==> config.mk <==
export PLATFORM = sky130hd
export DESIGN_NAME = e3lmr_top
export DESIGN_NICKNAME = d
export VERILOG_FILES = /design/src/hdl/e3lmr_pkg.sv /design/src/hdl/e3lmr_link_if.sv /design/src/hdl/e3lmr_deframer.sv /design/src/hdl/e3lmr_msg_ram.sv /design/src/hdl/e3lmr_top.sv
export VERILOG_INCLUDE_DIRS = /design/src /design/src/hdl
export SDC_FILE = /design/constraint.sdc
export NUM_CORES = 1
export LEC_CHECK = 0
export BUFFER_PORTS_ARGS = -buffer_cell sky130_fd_sc_hd__clkbuf_2
export CAP_MARGIN = 20
export CORE_UTILIZATION = 65
export DETAILED_ROUTE_END_ITERATION = 6
export GPL_ROUTABILITY_DRIVEN = 0
export PLACE_DENSITY = 0.82
export RECOVER_POWER = 100
export SYNTH_ARGS = -nofsm -noshare
export SYNTH_HDL_FRONTEND = slang
export SYNTH_SLANG_ARGS = --single-unit
==> constraint.sdc <==
create_clock -name REF_CLK_I -period 9.7 [get_ports REF_CLK_I]
set_clock_uncertainty 0.05 [all_clocks]
set_input_delay 0 -clock REF_CLK_I [delete_from_list [all_inputs] [get_ports REF_CLK_I]]
set_output_delay 0 -clock REF_CLK_I [all_outputs]
set_load 0.03 [all_outputs]
==> src/hdl/e3lmr_params.svh <==
// register offsets, field positions, reset values and link constants
`ifndef E3LMR_PARAMS_SVH
`define E3LMR_PARAMS_SVH

// ============================================================
// register map (9-bit byte address)
`define E3LMR_ADDR_W 9
`define E3LMR_CTRL_ADDR 9'h018
`define E3LMR_STAT_ADDR 9'h019
`define E3LMR_BUF_FIRST 9'h0DE
`define E3LMR_BUF_LAST 9'h135
`define E3LMR_BUF_DEPTH 88

// ============================================================
// control register fields
`define E3LMR_CTRL_IRQ_STAT 0
`define E3LMR_CTRL_IRQ_EN 1
`define E3LMR_CTRL_ENABLE 2
`define E3LMR_CTRL_USE_NR 3
`define E3LMR_CTRL_RESET 8'h00

// ============================================================
// status register fields
`define E3LMR_STAT_FLAG 0
`define E3LMR_STAT_EOM 1
`define E3LMR_STAT_CHK_ERR 2
`define E3LMR_STAT_CR 3
`define E3LMR_STAT_TYPE_LO 4
`define E3LMR_STAT_TYPE_HI 5
`define E3LMR_STAT_ABORT 6
`define E3LMR_STAT_RESET 8'h00

// ============================================================
// link octets and check word
`define E3LMR_FLAG_OCTET 8'h7E
`define E3LMR_TYPE_TEST 8'h32
`define E3LMR_TYPE_IDLE 8'h34
`define E3LMR_TYPE_CL 8'h38
`define E3LMR_TYPE_ITU 8'h3F
`define E3LMR_CRC_POLY 16'h1021
`define E3LMR_CRC_INIT 16'hFFFF
`define E3LMR_CRC_GOOD 16'h1D0F
`define E3LMR_HDR_OCTETS 3
`define E3LMR_FCS_OCTETS 2
`define E3LMR_MIN_FRAME 8'h06
`define E3LMR_STUFF_ONES 3'h5
`define E3LMR_FLAG_ONES 3'h6
`define E3LMR_ABORT_ONES 3'h7
`define E3LMR_DELAY_BITS 3'h7

`endif

==> src/hdl/e3lmr_pkg.sv <==
// types shared by the link message receiver modules
package e3lmr_pkg;

  // ============================================================
  // deframer hunt state
  typedef enum logic {
    E3LMR_HUNT,
    E3LMR_IN_FRAME
  } e3lmr_hunt_e;

  // ============================================================
  // message type code as reported in status bits 5:4
  typedef logic [1:0] e3lmr_type_t;

endpackage : e3lmr_pkg

==> src/hdl/e3lmr_link_if.sv <==
// bit stream and octet events between the receiver and its deframer
`timescale 1ns/10ps
interface e3lmr_link_if;
  logic enable;
  logic bit_vld;
  logic bit_val;
  logic flag_stb;
  logic abort_stb;
  logic byte_stb;
  logic [7:0] byte_data;

  modport feed (output enable, output bit_vld, output bit_val,
                input flag_stb, input abort_stb, input byte_stb, input byte_data);
  modport deframer (input enable, input bit_vld, input bit_val,
                    output flag_stb, output abort_stb, output byte_stb, output byte_data);
endinterface : e3lmr_link_if

==> src/hdl/e3lmr_deframer.sv <==
// bit-level flag hunt, abort detection and zero destuffing
`timescale 1ns/10ps
`include "e3lmr_params.svh"
module e3lmr_deframer
  import e3lmr_pkg::*;
(
  input wire logic clk_i,
  input wire logic nrst_i,
  e3lmr_link_if.deframer link
);

  // ============================================================
  // state
  e3lmr_hunt_e hunt_r, hunt_nxt;
  logic [2:0] ones_r, ones_nxt;
  logic [6:0] dly_r, dly_nxt;
  logic [2:0] fill_r, fill_nxt;
  logic [2:0] bcnt_r, bcnt_nxt;
  logic [7:0] asm_r, asm_nxt;
  logic flag_r, flag_nxt;
  logic abort_r, abort_nxt;
  logic byte_r, byte_nxt;

  // per-bit decode; a 7-bit delay hides the leading flag bits from the data path
  always_comb begin
    hunt_nxt = hunt_r;
    ones_nxt = ones_r;
    dly_nxt = dly_r;
    fill_nxt = fill_r;
    bcnt_nxt = bcnt_r;
    asm_nxt = asm_r;
    flag_nxt = 1'b0;
    abort_nxt = 1'b0;
    byte_nxt = 1'b0;
    if (!link.enable) begin
      hunt_nxt = E3LMR_HUNT; // disabled: hunting stops, nothing reported
      ones_nxt = 3'h0;
      fill_nxt = 3'h0;
      bcnt_nxt = 3'h0;
    end else if (link.bit_vld) begin
      if (link.bit_val) begin
        if (ones_r >= `E3LMR_FLAG_ONES) begin
          abort_nxt = 1'b1; // seventh one in a row
          ones_nxt = `E3LMR_ABORT_ONES; // saturate so the zero ending an abort is no flag
          hunt_nxt = E3LMR_HUNT;
          fill_nxt = 3'h0;
          bcnt_nxt = 3'h0;
        end else begin
          ones_nxt = ones_r + 3'h1;
        end
      end else begin
        ones_nxt = 3'h0;
      end
      if (!link.bit_val && ones_r == `E3LMR_FLAG_ONES) begin
        flag_nxt = 1'b1; // flag closes or opens a frame
        hunt_nxt = E3LMR_IN_FRAME;
        fill_nxt = 3'h0;
        bcnt_nxt = 3'h0;
      end else if (!link.bit_val && ones_r == `E3LMR_STUFF_ONES) begin
        ones_nxt = 3'h0; // stuffed zero dropped
      end else if (!(link.bit_val && ones_r >= `E3LMR_FLAG_ONES)) begin
        dly_nxt = {dly_r[5:0], link.bit_val};
        if (fill_r != `E3LMR_DELAY_BITS) begin
          fill_nxt = fill_r + 3'h1;
        end else if (hunt_r == E3LMR_IN_FRAME) begin
          asm_nxt = {asm_r[6:0], dly_r[6]};
          bcnt_nxt = bcnt_r + 3'h1;
          byte_nxt = (bcnt_r == 3'h7);
        end
      end
    end
  end

  always_ff @(posedge clk_i or negedge nrst_i) begin
    if (!nrst_i) begin
      hunt_r <= E3LMR_HUNT;
      ones_r <= 3'h0;
      dly_r <= 7'h00;
      fill_r <= 3'h0;
      bcnt_r <= 3'h0;
      asm_r <= 8'h00;
      flag_r <= 1'b0;
      abort_r <= 1'b0;
      byte_r <= 1'b0;
    end else begin
      hunt_r <= hunt_nxt;
      ones_r <= ones_nxt;
      dly_r <= dly_nxt;
      fill_r <= fill_nxt;
      bcnt_r <= bcnt_nxt;
      asm_r <= asm_nxt;
      flag_r <= flag_nxt;
      abort_r <= abort_nxt;
      byte_r <= byte_nxt;
    end
  end

  // event outputs
  assign link.flag_stb = flag_r;
  assign link.abort_stb = abort_r;
  assign link.byte_stb = byte_r;
  assign link.byte_data = asm_r;

endmodule : e3lmr_deframer

==> src/hdl/e3lmr_msg_ram.sv <==
// receive message buffer, one write port and one asynchronous read port
`timescale 1ns/10ps
module e3lmr_msg_ram #(
  parameter int DEPTH = 88,
  parameter int AW = 7
) (
  input wire logic clk_i,
  input wire logic wr_i,
  input wire logic [AW-1:0] wr_idx_i,
  input wire logic [7:0] wr_data_i,
  input wire logic [AW-1:0] rd_idx_i,
  output logic [7:0] rd_data_o
);

  // ============================================================
  // storage; no reset so it maps onto plain RAM
  logic [7:0] mem [0:DEPTH-1];

  always_ff @(posedge clk_i) begin
    if (wr_i) begin
      mem[wr_idx_i] <= wr_data_i;
    end
  end

  // out-of-range reads answer zero
  assign rd_data_o = (int'(rd_idx_i) < DEPTH) ? mem[rd_idx_i] : 8'h00;

endmodule : e3lmr_msg_ram

==> src/hdl/e3lmr_top.sv <==
// link message receiver: octet select, frame tracking, check word and registers
//
// Design decision made here: the plain strobed port.
`timescale 1ns/10ps
`include "e3lmr_params.svh"
module e3lmr_top
  import e3lmr_pkg::*;
#(
  parameter int BUF_DEPTH = `E3LMR_BUF_DEPTH
) (
  input wire logic REF_CLK_I,
  input wire logic NRST_I,
  input wire logic [7:0] GC_BYTE_I,
  input wire logic [7:0] NR_BYTE_I,
  input wire logic OH_BYTE_STB_I,
  input wire logic [`E3LMR_ADDR_W-1:0] ADDR_I,
  input wire logic [7:0] WDATA_I,
  input wire logic WR_I,
  input wire logic RD_I,
  output logic [7:0] RDATA_O,
  output logic IRQ_O
);

  // buffer index width; the info index below stays 9 bits, so depths up to 250 fit
  localparam int AW = $clog2(BUF_DEPTH);

  // ============================================================
  // functions
  // MSB-first CRC-16 update, x16+x12+x5+1, one octet
  // bits enter most significant first, the order they come off the link
  function automatic logic [15:0] crc_step(input logic [15:0] crc, input logic [7:0] data);
    logic [15:0] c;
    c = crc;
    for (int i = 7; i >= 0; i--) begin
      if (c[15] ^ data[i]) begin
        c = {c[14:0], 1'b0} ^ `E3LMR_CRC_POLY;
      end else begin
        c = {c[14:0], 1'b0};
      end
    end
    return c;
  endfunction : crc_step

  // type octet to status code; unknown codes fall back to test signal
  function automatic e3lmr_type_t type_code(input logic [7:0] t);
    case (t)
      `E3LMR_TYPE_IDLE: type_code = 2'b01;
      `E3LMR_TYPE_CL: type_code = 2'b10;
      `E3LMR_TYPE_ITU: type_code = 2'b11;
      default: type_code = 2'b00;
    endcase
  endfunction : type_code

  // ============================================================
  // registers
  // control bits
  logic use_nr_r, use_nr_nxt;
  logic enable_r, enable_nxt;
  logic irq_en_r, irq_en_nxt;
  logic irq_stat_r, irq_stat_nxt;
  // status bits
  logic flag_pres_r, flag_pres_nxt;
  logic eom_r, eom_nxt;
  logic chk_err_r, chk_err_nxt;
  logic cr_r, cr_nxt;
  e3lmr_type_t type_r, type_nxt;
  logic abort_r, abort_nxt;
  // read answer and interrupt line
  logic [7:0] rdata_r, rdata_nxt;
  logic irq_r, irq_nxt;

  // octet serialiser
  logic [7:0] ser_r, ser_nxt;
  logic [3:0] ser_cnt_r, ser_cnt_nxt;
  logic [7:0] sel_octet;

  // frame tracking
  logic [7:0] cnt_r, cnt_nxt;
  logic [7:0] hold0_r, hold0_nxt;
  logic [7:0] hold1_r, hold1_nxt;
  logic [15:0] crc_r, crc_nxt;
  logic cr_cap_r, cr_cap_nxt;
  e3lmr_type_t type_cap_r, type_cap_nxt;

  // buffer port
  logic wr_en;
  logic [AW-1:0] wr_idx;
  logic [AW-1:0] rd_idx;
  logic [7:0] ram_rdata;
  logic [8:0] info_idx;
  logic [15:0] crc_upd;

  e3lmr_link_if link ();

  // ============================================================
  // deframer and message buffer
  e3lmr_deframer u_deframer (
    .clk_i(REF_CLK_I),
    .nrst_i(NRST_I),
    .link(link.deframer)
  );

  e3lmr_msg_ram #(
    .DEPTH(BUF_DEPTH),
    .AW(AW)
  ) u_msg_ram (
    .clk_i(REF_CLK_I),
    .wr_i(wr_en),
    .wr_idx_i(wr_idx),
    .wr_data_i(hold1_r),
    .rd_idx_i(rd_idx),
    .rd_data_o(ram_rdata)
  );

  // ============================================================
  // octet select and serialiser: eight clocks per octet, far quicker than the frame rate
  assign sel_octet = use_nr_r ? NR_BYTE_I : GC_BYTE_I;

  // strobes come at least nine clocks apart, so an octet is always fully shifted out
  always_comb begin
    ser_nxt = ser_r;
    ser_cnt_nxt = ser_cnt_r;
    flag_pres_nxt = flag_pres_r;
    if (enable_r && OH_BYTE_STB_I) begin
      ser_nxt = sel_octet;
      ser_cnt_nxt = 4'h8;
      flag_pres_nxt = (sel_octet == `E3LMR_FLAG_OCTET);
    end else if (ser_cnt_r != 4'h0) begin
      ser_nxt = {ser_r[6:0], 1'b0};
      ser_cnt_nxt = ser_cnt_r - 4'h1;
    end
    if (!enable_r) begin
      ser_cnt_nxt = 4'h0; // held idle until software enables
    end
  end

  assign link.enable = enable_r;
  assign link.bit_vld = (ser_cnt_r != 4'h0) && enable_r;
  assign link.bit_val = ser_r[7];

  // ============================================================
  // frame tracking: two octets held back so the check octets never reach the buffer
  assign crc_upd = crc_step(crc_r, link.byte_data);
  // header octets and the two held-back octets come first
  assign info_idx = {1'b0, cnt_r} - 9'd5;
  // info octets past the buffer end are dropped, never wrapped onto the type octet
  assign wr_en = link.byte_stb && cnt_r >= 8'd5 && int'(info_idx) < BUF_DEPTH;
  assign wr_idx = info_idx[AW-1:0];

  always_comb begin
    cnt_nxt = cnt_r;
    hold0_nxt = hold0_r;
    hold1_nxt = hold1_r;
    crc_nxt = crc_r;
    cr_cap_nxt = cr_cap_r;
    type_cap_nxt = type_cap_r;
    if (link.flag_stb || link.abort_stb) begin
      cnt_nxt = 8'h00; // repeated flags simply restart the count
      crc_nxt = `E3LMR_CRC_INIT;
    end else if (link.byte_stb) begin
      crc_nxt = crc_upd; // covers header, message and check octets
      hold0_nxt = link.byte_data;
      hold1_nxt = hold0_r;
      if (cnt_r != 8'hFF) begin
        cnt_nxt = cnt_r + 8'h01;
      end
      if (cnt_r == 8'h00) begin
        cr_cap_nxt = link.byte_data[1];
      end
      if (cnt_r == 8'h05) begin
        type_cap_nxt = type_code(hold1_r); // first message octet
      end
    end
  end

  // ============================================================
  // address decode, shared by the write and read paths
  logic ctrl_sel;
  logic stat_sel;
  logic buf_sel;
  assign ctrl_sel = (ADDR_I == `E3LMR_CTRL_ADDR);
  assign stat_sel = (ADDR_I == `E3LMR_STAT_ADDR);
  assign buf_sel = (ADDR_I >= `E3LMR_BUF_FIRST) && (ADDR_I <= `E3LMR_BUF_LAST);

  // ============================================================
  // status and control registers, software access
  always_comb begin
    use_nr_nxt = use_nr_r;
    enable_nxt = enable_r;
    irq_en_nxt = irq_en_r;
    irq_stat_nxt = irq_stat_r;
    eom_nxt = eom_r;
    chk_err_nxt = chk_err_r;
    cr_nxt = cr_r;
    type_nxt = type_r;
    abort_nxt = abort_r;
    rdata_nxt = 8'h00;
    // offset from the low address bits; outside the window the answer is masked anyway
    rd_idx = ADDR_I[AW-1:0] - AW'(`E3LMR_BUF_FIRST);
    if (WR_I && ctrl_sel) begin
      use_nr_nxt = WDATA_I[`E3LMR_CTRL_USE_NR];
      enable_nxt = WDATA_I[`E3LMR_CTRL_ENABLE];
      irq_en_nxt = WDATA_I[`E3LMR_CTRL_IRQ_EN];
    end
    if (RD_I) begin
      if (ctrl_sel) begin
        rdata_nxt = {4'h0, use_nr_r, enable_r, irq_en_r, irq_stat_r};
        irq_stat_nxt = 1'b0; // cleared by the read
      end else if (stat_sel) begin
        rdata_nxt = {1'b0, abort_r, type_r, cr_r, chk_err_r, eom_r, flag_pres_r};
      end else if (buf_sel) begin
        rdata_nxt = ram_rdata;
      end
    end
    if (link.abort_stb) begin
      abort_nxt = 1'b1;
    end
    // shorter runs between flags are not reported, though their first octet still clears eom
    if (link.flag_stb && cnt_r >= `E3LMR_MIN_FRAME) begin
      chk_err_nxt = (crc_r != `E3LMR_CRC_GOOD);
      cr_nxt = cr_cap_r;
      type_nxt = type_cap_r;
      eom_nxt = 1'b1;
      abort_nxt = 1'b0;
      irq_stat_nxt = 1'b1; // set wins over the read clear
    end else if (link.byte_stb && cnt_r == 8'h00) begin
      eom_nxt = 1'b0; // new frame under way
    end
    // built from next values so the line follows a read or write with no extra lag
    irq_nxt = irq_stat_nxt && irq_en_nxt;
  end

  // one register stage for all groups; every flop runs on every edge
  always_ff @(posedge REF_CLK_I or negedge NRST_I) begin
    if (!NRST_I) begin
      use_nr_r <= 1'b0;
      enable_r <= 1'b0;
      irq_en_r <= 1'b0;
      irq_stat_r <= 1'b0;
      flag_pres_r <= 1'b0;
      eom_r <= 1'b0;
      chk_err_r <= 1'b0;
      cr_r <= 1'b0;
      type_r <= 2'b00;
      abort_r <= 1'b0;
      rdata_r <= 8'h00;
      irq_r <= 1'b0;
      ser_r <= 8'h00;
      ser_cnt_r <= 4'h0;
      cnt_r <= 8'h00;
      hold0_r <= 8'h00;
      hold1_r <= 8'h00;
      crc_r <= `E3LMR_CRC_INIT;
      cr_cap_r <= 1'b0;
      type_cap_r <= 2'b00;
    end else begin
      use_nr_r <= use_nr_nxt;
      enable_r <= enable_nxt;
      irq_en_r <= irq_en_nxt;
      irq_stat_r <= irq_stat_nxt;
      flag_pres_r <= flag_pres_nxt;
      eom_r <= eom_nxt;
      chk_err_r <= chk_err_nxt;
      cr_r <= cr_nxt;
      type_r <= type_nxt;
      abort_r <= abort_nxt;
      rdata_r <= rdata_nxt;
      irq_r <= irq_nxt;
      ser_r <= ser_nxt;
      ser_cnt_r <= ser_cnt_nxt;
      cnt_r <= cnt_nxt;
      hold0_r <= hold0_nxt;
      hold1_r <= hold1_nxt;
      crc_r <= crc_nxt;
      cr_cap_r <= cr_cap_nxt;
      type_cap_r <= type_cap_nxt;
    end
  end

  // outputs straight from flops
  assign RDATA_O = rdata_r;
  assign IRQ_O = irq_r;

endmodule : e3lmr_top

; Word-level counts from Yosys, hierarchy flattened
; Memories as Yosys holds them, arrays and structs flattened.
; Index checks and enable logic that the tools add are counted.
[totals]
mem_count = 1
ramBits = 704
output_inout_bits = 9
reg_bits = 103
latchBits = 0
elab_cells = 187
mem_bits_ro = 0
in_bits = 38
[op_classes]
div = 0
mux = 77
add_sub_neg = 7
eq_ne = 17
bitwise_logic = 21
reduce_logical = 28
order_cmp = 7
n_mul = 0
shifts = 0
[memory_table]
columns = memory, words, word_bits, rd, rd_clocked_by_memory_dff, write_ports, line_no
row1 = u_msg_ram.mem, 88, 8, 1, 0, 1, e3lmr_msg_ram.sv:17  ; logic [7:0] mem [0:DEPTH-1];
[ops]
columns = operator, n
row1 = two-way mux 13 bit, 8
row2 = two-way mux 8 bit, 11
row3 = two-way mux 3 bit, 23
row4 = two-way mux 16 bit, 2
row5 = two-way mux 1 bit, 29
row6 = equality test 8 x 6 -> 1 bit (second input constant), 3
row7 = inverter 3 bit, 8
row8 = equality test 9 x 5 -> 1 bit (second input constant), 2
row9 = >= comparator 8 x 3 -> 1 bit (second input constant), 2
row10 = inequality test 16 x 13 -> 1 bit (second input constant), 1
row11 = logical AND 1 bit, 12
row12 = two-way mux 4 bit, 3
row13 = nonzero test 2 bit, 5
row14 = adder 3 x 1 -> 3 bit (second input constant), 3
row15 = equality test 3 bit (second input constant), 3
row16 = >= comparator 9 x 8 -> 1 bit (second input constant), 1
row17 = less-or-equal comparator 9 bit (second input constant), 1
row18 = less-than comparator 9 x 7 -> 1 bit (second input constant), 1
row19 = inequality test 3 x 1 -> 1 bit (second input constant), 3
row20 = AND reduction 3 bit, 3
row21 = subtractor 8 x 3 -> 9 bit (second input constant), 1
row22 = adder 8 x 1 -> 8 bit (second input constant), 1
row23 = equality test 8 x 3 -> 1 bit (second input constant), 1
row24 = equality test 8 x 7 -> 1 bit (second input constant), 1
row25 = 17 further kinds, 29

; Depth between registers and ports, before layout
[depth]
word_depth = 18
depth_mapped = 14
depth_no_buf = 8

; By module
; From an unflattened synthesis, not the netlist that was laid out.
[unflattened]
hier_cells = 1811
hier_area_um2 = 32861.5
[modules_own_cells]
columns = mod, area_each_um2, seq_area_each_um2, instances, cells_each
row1 = e3lmr_msg_ram, 27423.8, 21140.3, 1, 1314
row2 = e3lmr_top, 4096.4, 1896.8, 1, 388
row3 = e3lmr_deframer, 1341.3, 700.7, 1, 109

; Worst setup path after synthesis
; OpenSTA, ideal clock, no wires.
[synth_path]
path_kind = flip-flop to flip-flop
startpoint = register cnt_r[0]
endpoint = memory u_msg_ram.mem[30][0] (enable)
stages_incl_launch_ff = 12
period_less_slack_ps = 3356
n_path_buf = 3
setup_ps = 370
arrival_ps = 2936
slack_ps = 6344
required_time_ps = 9280
path_cell_list = dfrtp_1 > clkbuf_1 > inv_1 > ha_1 > buf_2 > or4b_1 > o21ai_0 > a22oi_1 > a2111oi_2 > nand2_1 > buf_2 > nor2_1
[synth_via]
elab_chain_len = 5
elab_cells_between_ends = 7
cone_classes = add/sub (1) / order compare (2) / mux (2) / reduce/logical (2)
[synth_rtl]
columns = element, line_no
row1 = from (decl), e3lmr_top.sv:78  ; logic [7:0] cnt_r, cnt_nxt;
row2 = from (signal assigned), e3lmr_top.sv:271  ; cnt_r <= cnt_nxt;
row3 = subtractor 8 x 3 -> 9 bit / >= comparator 8 x 3 -> 1 bit (equally long branches), "e3lmr_top.sv:145, e3lmr_top.sv:147"
row4 = less-than comparator 9 x 7 -> 1 bit / logical AND 1 bit (equally long branches), e3lmr_top.sv:147  ; assign wr_en = link.byte_stb && cnt_r >= 8'd5 && int'(info_idx) < BUF_DEPTH;
row5 = logical AND 1 bit, e3lmr_top.sv:147
row6 = two-way mux 1 bit, e3lmr_msg_ram.sv:20  ; if (wr_i) begin
row7 = two-way mux 1 bit (not written as such), e3lmr_msg_ram.sv:21  ; mem[wr_idx_i] <= wr_data_i;
row8 = to (decl), e3lmr_msg_ram.sv:17
; Parallel ways exist; a longest one is shown, timed or not.

; Worst setup path after layout
[layout_path]
startpoint = input port ADDR_I[1]
endpoint = register rdata_r[2], in the netlist RDATA_O[2]
[layout_via]
elab_chain_len = 7
elab_cells_between_ends = 13
cone_classes = add/sub (1) / order compare (3) / eq/ne (2) / mux (5) / reduce/logical (1) / memory (1)
[layout_rtl]
columns = element, line_no
row1 = from (decl), e3lmr_top.sv:16  ; input wire logic [`E3LMR_ADDR_W-1:0] ADDR_I,
row2 = subtractor 7 bit, e3lmr_top.sv:199  ; rd_idx = ADDR_I[AW-1:0] - AW'(`E3LMR_BUF_FIRST);
row3 = memory read (88 x 8 bit) / less-than comparator 7 bit (equally long branches), --
row4 = two-way mux 8 bit, e3lmr_msg_ram.sv:26  ; assign rd_data_o = (int'(rd_idx_i) < DEPTH) ? mem[rd_idx_i] : 8'h00;
row5 = two-way mux 8 bit, e3lmr_top.sv:211  ; end else if (buf_sel) begin
row6 = two-way mux 8 bit, e3lmr_top.sv:209  ; end else if (stat_sel) begin
row7 = two-way mux 8 bit *, e3lmr_top.sv:206  ; if (ctrl_sel) begin
row8 = two-way mux 8 bit *, e3lmr_top.sv:205  ; if (RD_I) begin
row9 = named net rdata_nxt[2], e3lmr_top.sv:69  ; logic [7:0] rdata_r, rdata_nxt;
row10 = to (signal assigned), e3lmr_top.sv:267  ; rdata_r <= rdata_nxt;
row11 = to (decl), e3lmr_top.sv:69
; Mark *: on every way through the listed nets, which the timed path passes. The rest lies on a longest branch.
; A chain may end at the register's enable or synchronous reset.

==> metrics.yaml <==
status:
  outcome: "finished, violations left"
  violations: "design-rule violations, max-capacitance violations, max-slew violations"
finish:
  syn_to_final_growth_pct: 10.6
  fill_cells: 2746
  fin_nets: 1992
  fin_area_um2: 36800
  final_common_cell: "edfxtp_1"
  drive_gt1_frac: 0.207
  final_cell_mix: "704 x edfxtp_1, 172 x nand2_1, 171 x mux4_2"
  final_cells: 2675
drt:
  routedWlPerCell_um: 31.8
  firstDrtPassIters: 7
  drc: 29
  final_antenna_net_count: 0
  vias_per_cell: 7.13
  initialDrtViolationCount: 3182
  wirelength_um: 85100
  vias: 19100
worst_setup_path:
  startpoint_type: "input port"
  end_kind: "flip-flop"
  critPathRequiredTime_ps: 10120
  critPathMaxFanout: 56
  regToRegStartpoint: "cnt_r[0]$_DFFE_PN0P_"
  startpoint: "ADDR_I[1]"
  critPathArrivalTime_ps: 7500
  worstSetupPathType: "input port to flip-flop"
global_route:
  grt_use_total: 0.337
  grt_pass1_wl_um: 127000
  antenna_found_initial: 4
  grt_max_degree: 94
  grt_pass1_vias: 19200
  gr-total-overflow: 0
placed_design:
  place.port_buffers: 41
  place_ws_ps: 5000
  hpwl_um: 45600
  place_area_um2: 33900
  dp_cells: 2494
sta:
  tightest_slew_ps: 4670
  finalCritPeriodShare: 0.730
  tns_ps: 0
  drv_slew: 910
  max_freq_mhz: 141
  hold_viol: 0
  grt_setup_unrepaired: "false"
  finalWorstSetupSlack_ps: 2620
  slew_headroom: -2.11
  setup-violations-final: 0
  fin_crit_ps: 7080
worst_hold_path:
  hp-class: "input port to flip-flop"
  hp-start: "ADDR_I[2]"
synthesis:
  syn_inst: 1859
  syn_nets: 1912
  synth_enable_flop_cells: 704
  synth_seq_area_share: 0.714
  syn_area_um2: 33300
  syn-mean-instance-area_um2: 17.9
  synth-main-ff-cell: "edfxtp_1"
  postSynth.asyncResetShare: 0.128
  synth_warnings: 0
  ys_ff_latch: 807
  yosysUniqueCellTypes: 78
clocking:
  numCtsBuffers: 80
  clkSlewWorstSetupHoldPaths_ps: 60
  cts.repair.resized: 0
  cts_max_path_buffers: 3
  clock_latency_ps: 640
  cts_tree: "built"
  clock-sinks: 807
  cts-htree-levels: 3
  cts_root_buf: "clkbuf_16"
  cts_setup_buffers: 0
floorplan:
  die_y_um: 228
  initial_core_util: 0.662
  ioPinCount: 47
  fp.dieArea_um2: 52100
  die_x_um: 228
  fp-row-count: 82
  core_um2: 50300
pwr:
  vdd_ir_drop_max_v: 0.000130
  power_density_nw_per_um2: 195
  leakagePower_nw: 10.6
  power_mw: 7.17
flow_run:
  drv_cap: 12
[cells in the mapped netlist (7+ instances only)]
| cell | number | share of area |
|---|---|---|
| dfstp_2 | 16 | 0.013 |
| mux4_1 | 11 | 0.0087 |
| nand4_1 | 16 | 0.0030 |
| mux2i_1 | 41 | 0.012 |
| buf_4 | 12 | 0.0027 |
| nor2b_1 | 13 | 0.0024 |
| a22oi_1 | 12 | 0.0027 |
| nor4_1 | 9 | 0.0017 |
| and3_1 | 15 | 0.0028 |
| o21ai_0 | 40 | 0.0060 |
| buf_6 | 14 | 0.0047 |
| buf_1 | 7 | 0.00079 |
| xor2_1 | 12 | 0.0032 |
| mux2_2 | 46 | 0.016 |
| edfxtp_1 | 704 | 0.64 |
| nor2_1 | 126 | 0.014 |
| a21oi_1 | 19 | 0.0029 |
| mux4_2 | 171 | 0.12 |
| nor3_1 | 21 | 0.0032 |
| clkbuf_1 | 36 | 0.0041 |
| a21o_1 | 10 | 0.0023 |
| nand3_1 | 18 | 0.0027 |
| xnor2_1 | 31 | 0.0082 |
| inv_1 | 15 | 0.0017 |
| nand2_1 | 172 | 0.019 |
| ha_1 | 15 | 0.0056 |
| dfrtp_1 | 87 | 0.065 |
| a31oi_1 | 15 | 0.0028 |
| buf_2 | 27 | 0.0041 |
[metal layers]
metal / part of all wire / global-route usage / routed length [um]
met1: 0.34 / 0.437 / 28700
met2: 0.48 / 0.539 / 41200
met3: 0.12 / 0.0863 / 9930
met4: 0.061 / 0.162 / 5210
met5: 0.00055 / 0 / 47
[sequential cells by signal, summed over array words and instances, names as in the netlist, 2 cells and up]
register,cells
RDATA_O,8
u_deframer.bcnt_r,3
cnt_r,8
u_deframer.link.byte_data,8
ser_cnt_r,4
hold1_r,8
crc_r,16
u_deframer.fill_r,3
u_msg_ram.mem,704
u_deframer.dly_r,7
type_r,2
ser_r,8
type_cap_r,2
hold0_r,8
u_deframer.ones_r,3
[cell families (layout without fill, tap and decap cells)]
group,after synthesis,in the layout,synth area share
flops,807,807,0.714
simple gates,436,436,0.0597
mux,269,269,0.152
compound gates,170,170,0.0355
buf+inv,117,260,0.0206
xor+xnor,45,45,0.0126
fa+ha+maj,15,15,0.00564
other cells,0,1,0
[path summary, 6_finish.rpt]
check,slack (ps),cells past startpoint,endpoint
max in group asynchronous,5700,4,hold1_r[4]$_DFFE_PN0P_
min reg2reg,430,1,u_deframer.hunt_r$_DFFE_PN0P_
min in group asynchronous,820,3,crc_r[0]$_DFFE_PN1P_
max reg2reg,4760,8,u_msg_ram.mem[48][6]$_DFFE_PP_
min,110,5,RDATA_O[1]$_DFF_PN0_
max,2620,8,RDATA_O[2]$_DFF_PN0_
[cell type report]
cell class | instances | area, um2 | share of cell area
sequential | 807 | 23700 | 0.645
multi-input combinational | 935 | 8850 | 0.241
clock buffer | 93 | 2090 | 0.0569
tap | 672 | 841 | 0.0229
timing repair buffer | 99 | 671 | 0.0182
clock inverter | 52 | 533 | 0.0145
inverter | 16 | 60.1 | 0.00163
antenna | 1 | 2.50 | 0.0000680
[metrics by stage]
step / util / hold WS [ps]
CTS: 0.733 / 18.3
detailed placement: 0.674 / 23.2
floorplan: - / -346
finish: 0.732 / 106
global placement: 0.674 / 8.90
global route: 0.732 / 118
[repair_timing]
item / 4_1_cts / 5_1_grt
endpoints found under the setup margin: 0 / 0
endpoints found under the hold margin: 72 / 0
hold buffers: 33 / 0
[worst max-delay path, cell delays in order]
cell      delay, ps
buf_6           400
clkbuf_1       2140
clkbuf_1       2630
mux4_2          580
mux4_2          490
and3_1          200
nor4_1          860
a211oi_1        100
[power breakdown]
group	internal (mW)	switching, mW	leakage, nW
clock	1.82	1.34	1.30
sequential	3.73	0.0125	6.20
combinational	0.0917	0.175	3.13
total	5.64	1.53	10.6
Note: power is estimated with default switching activity, not from simulation.
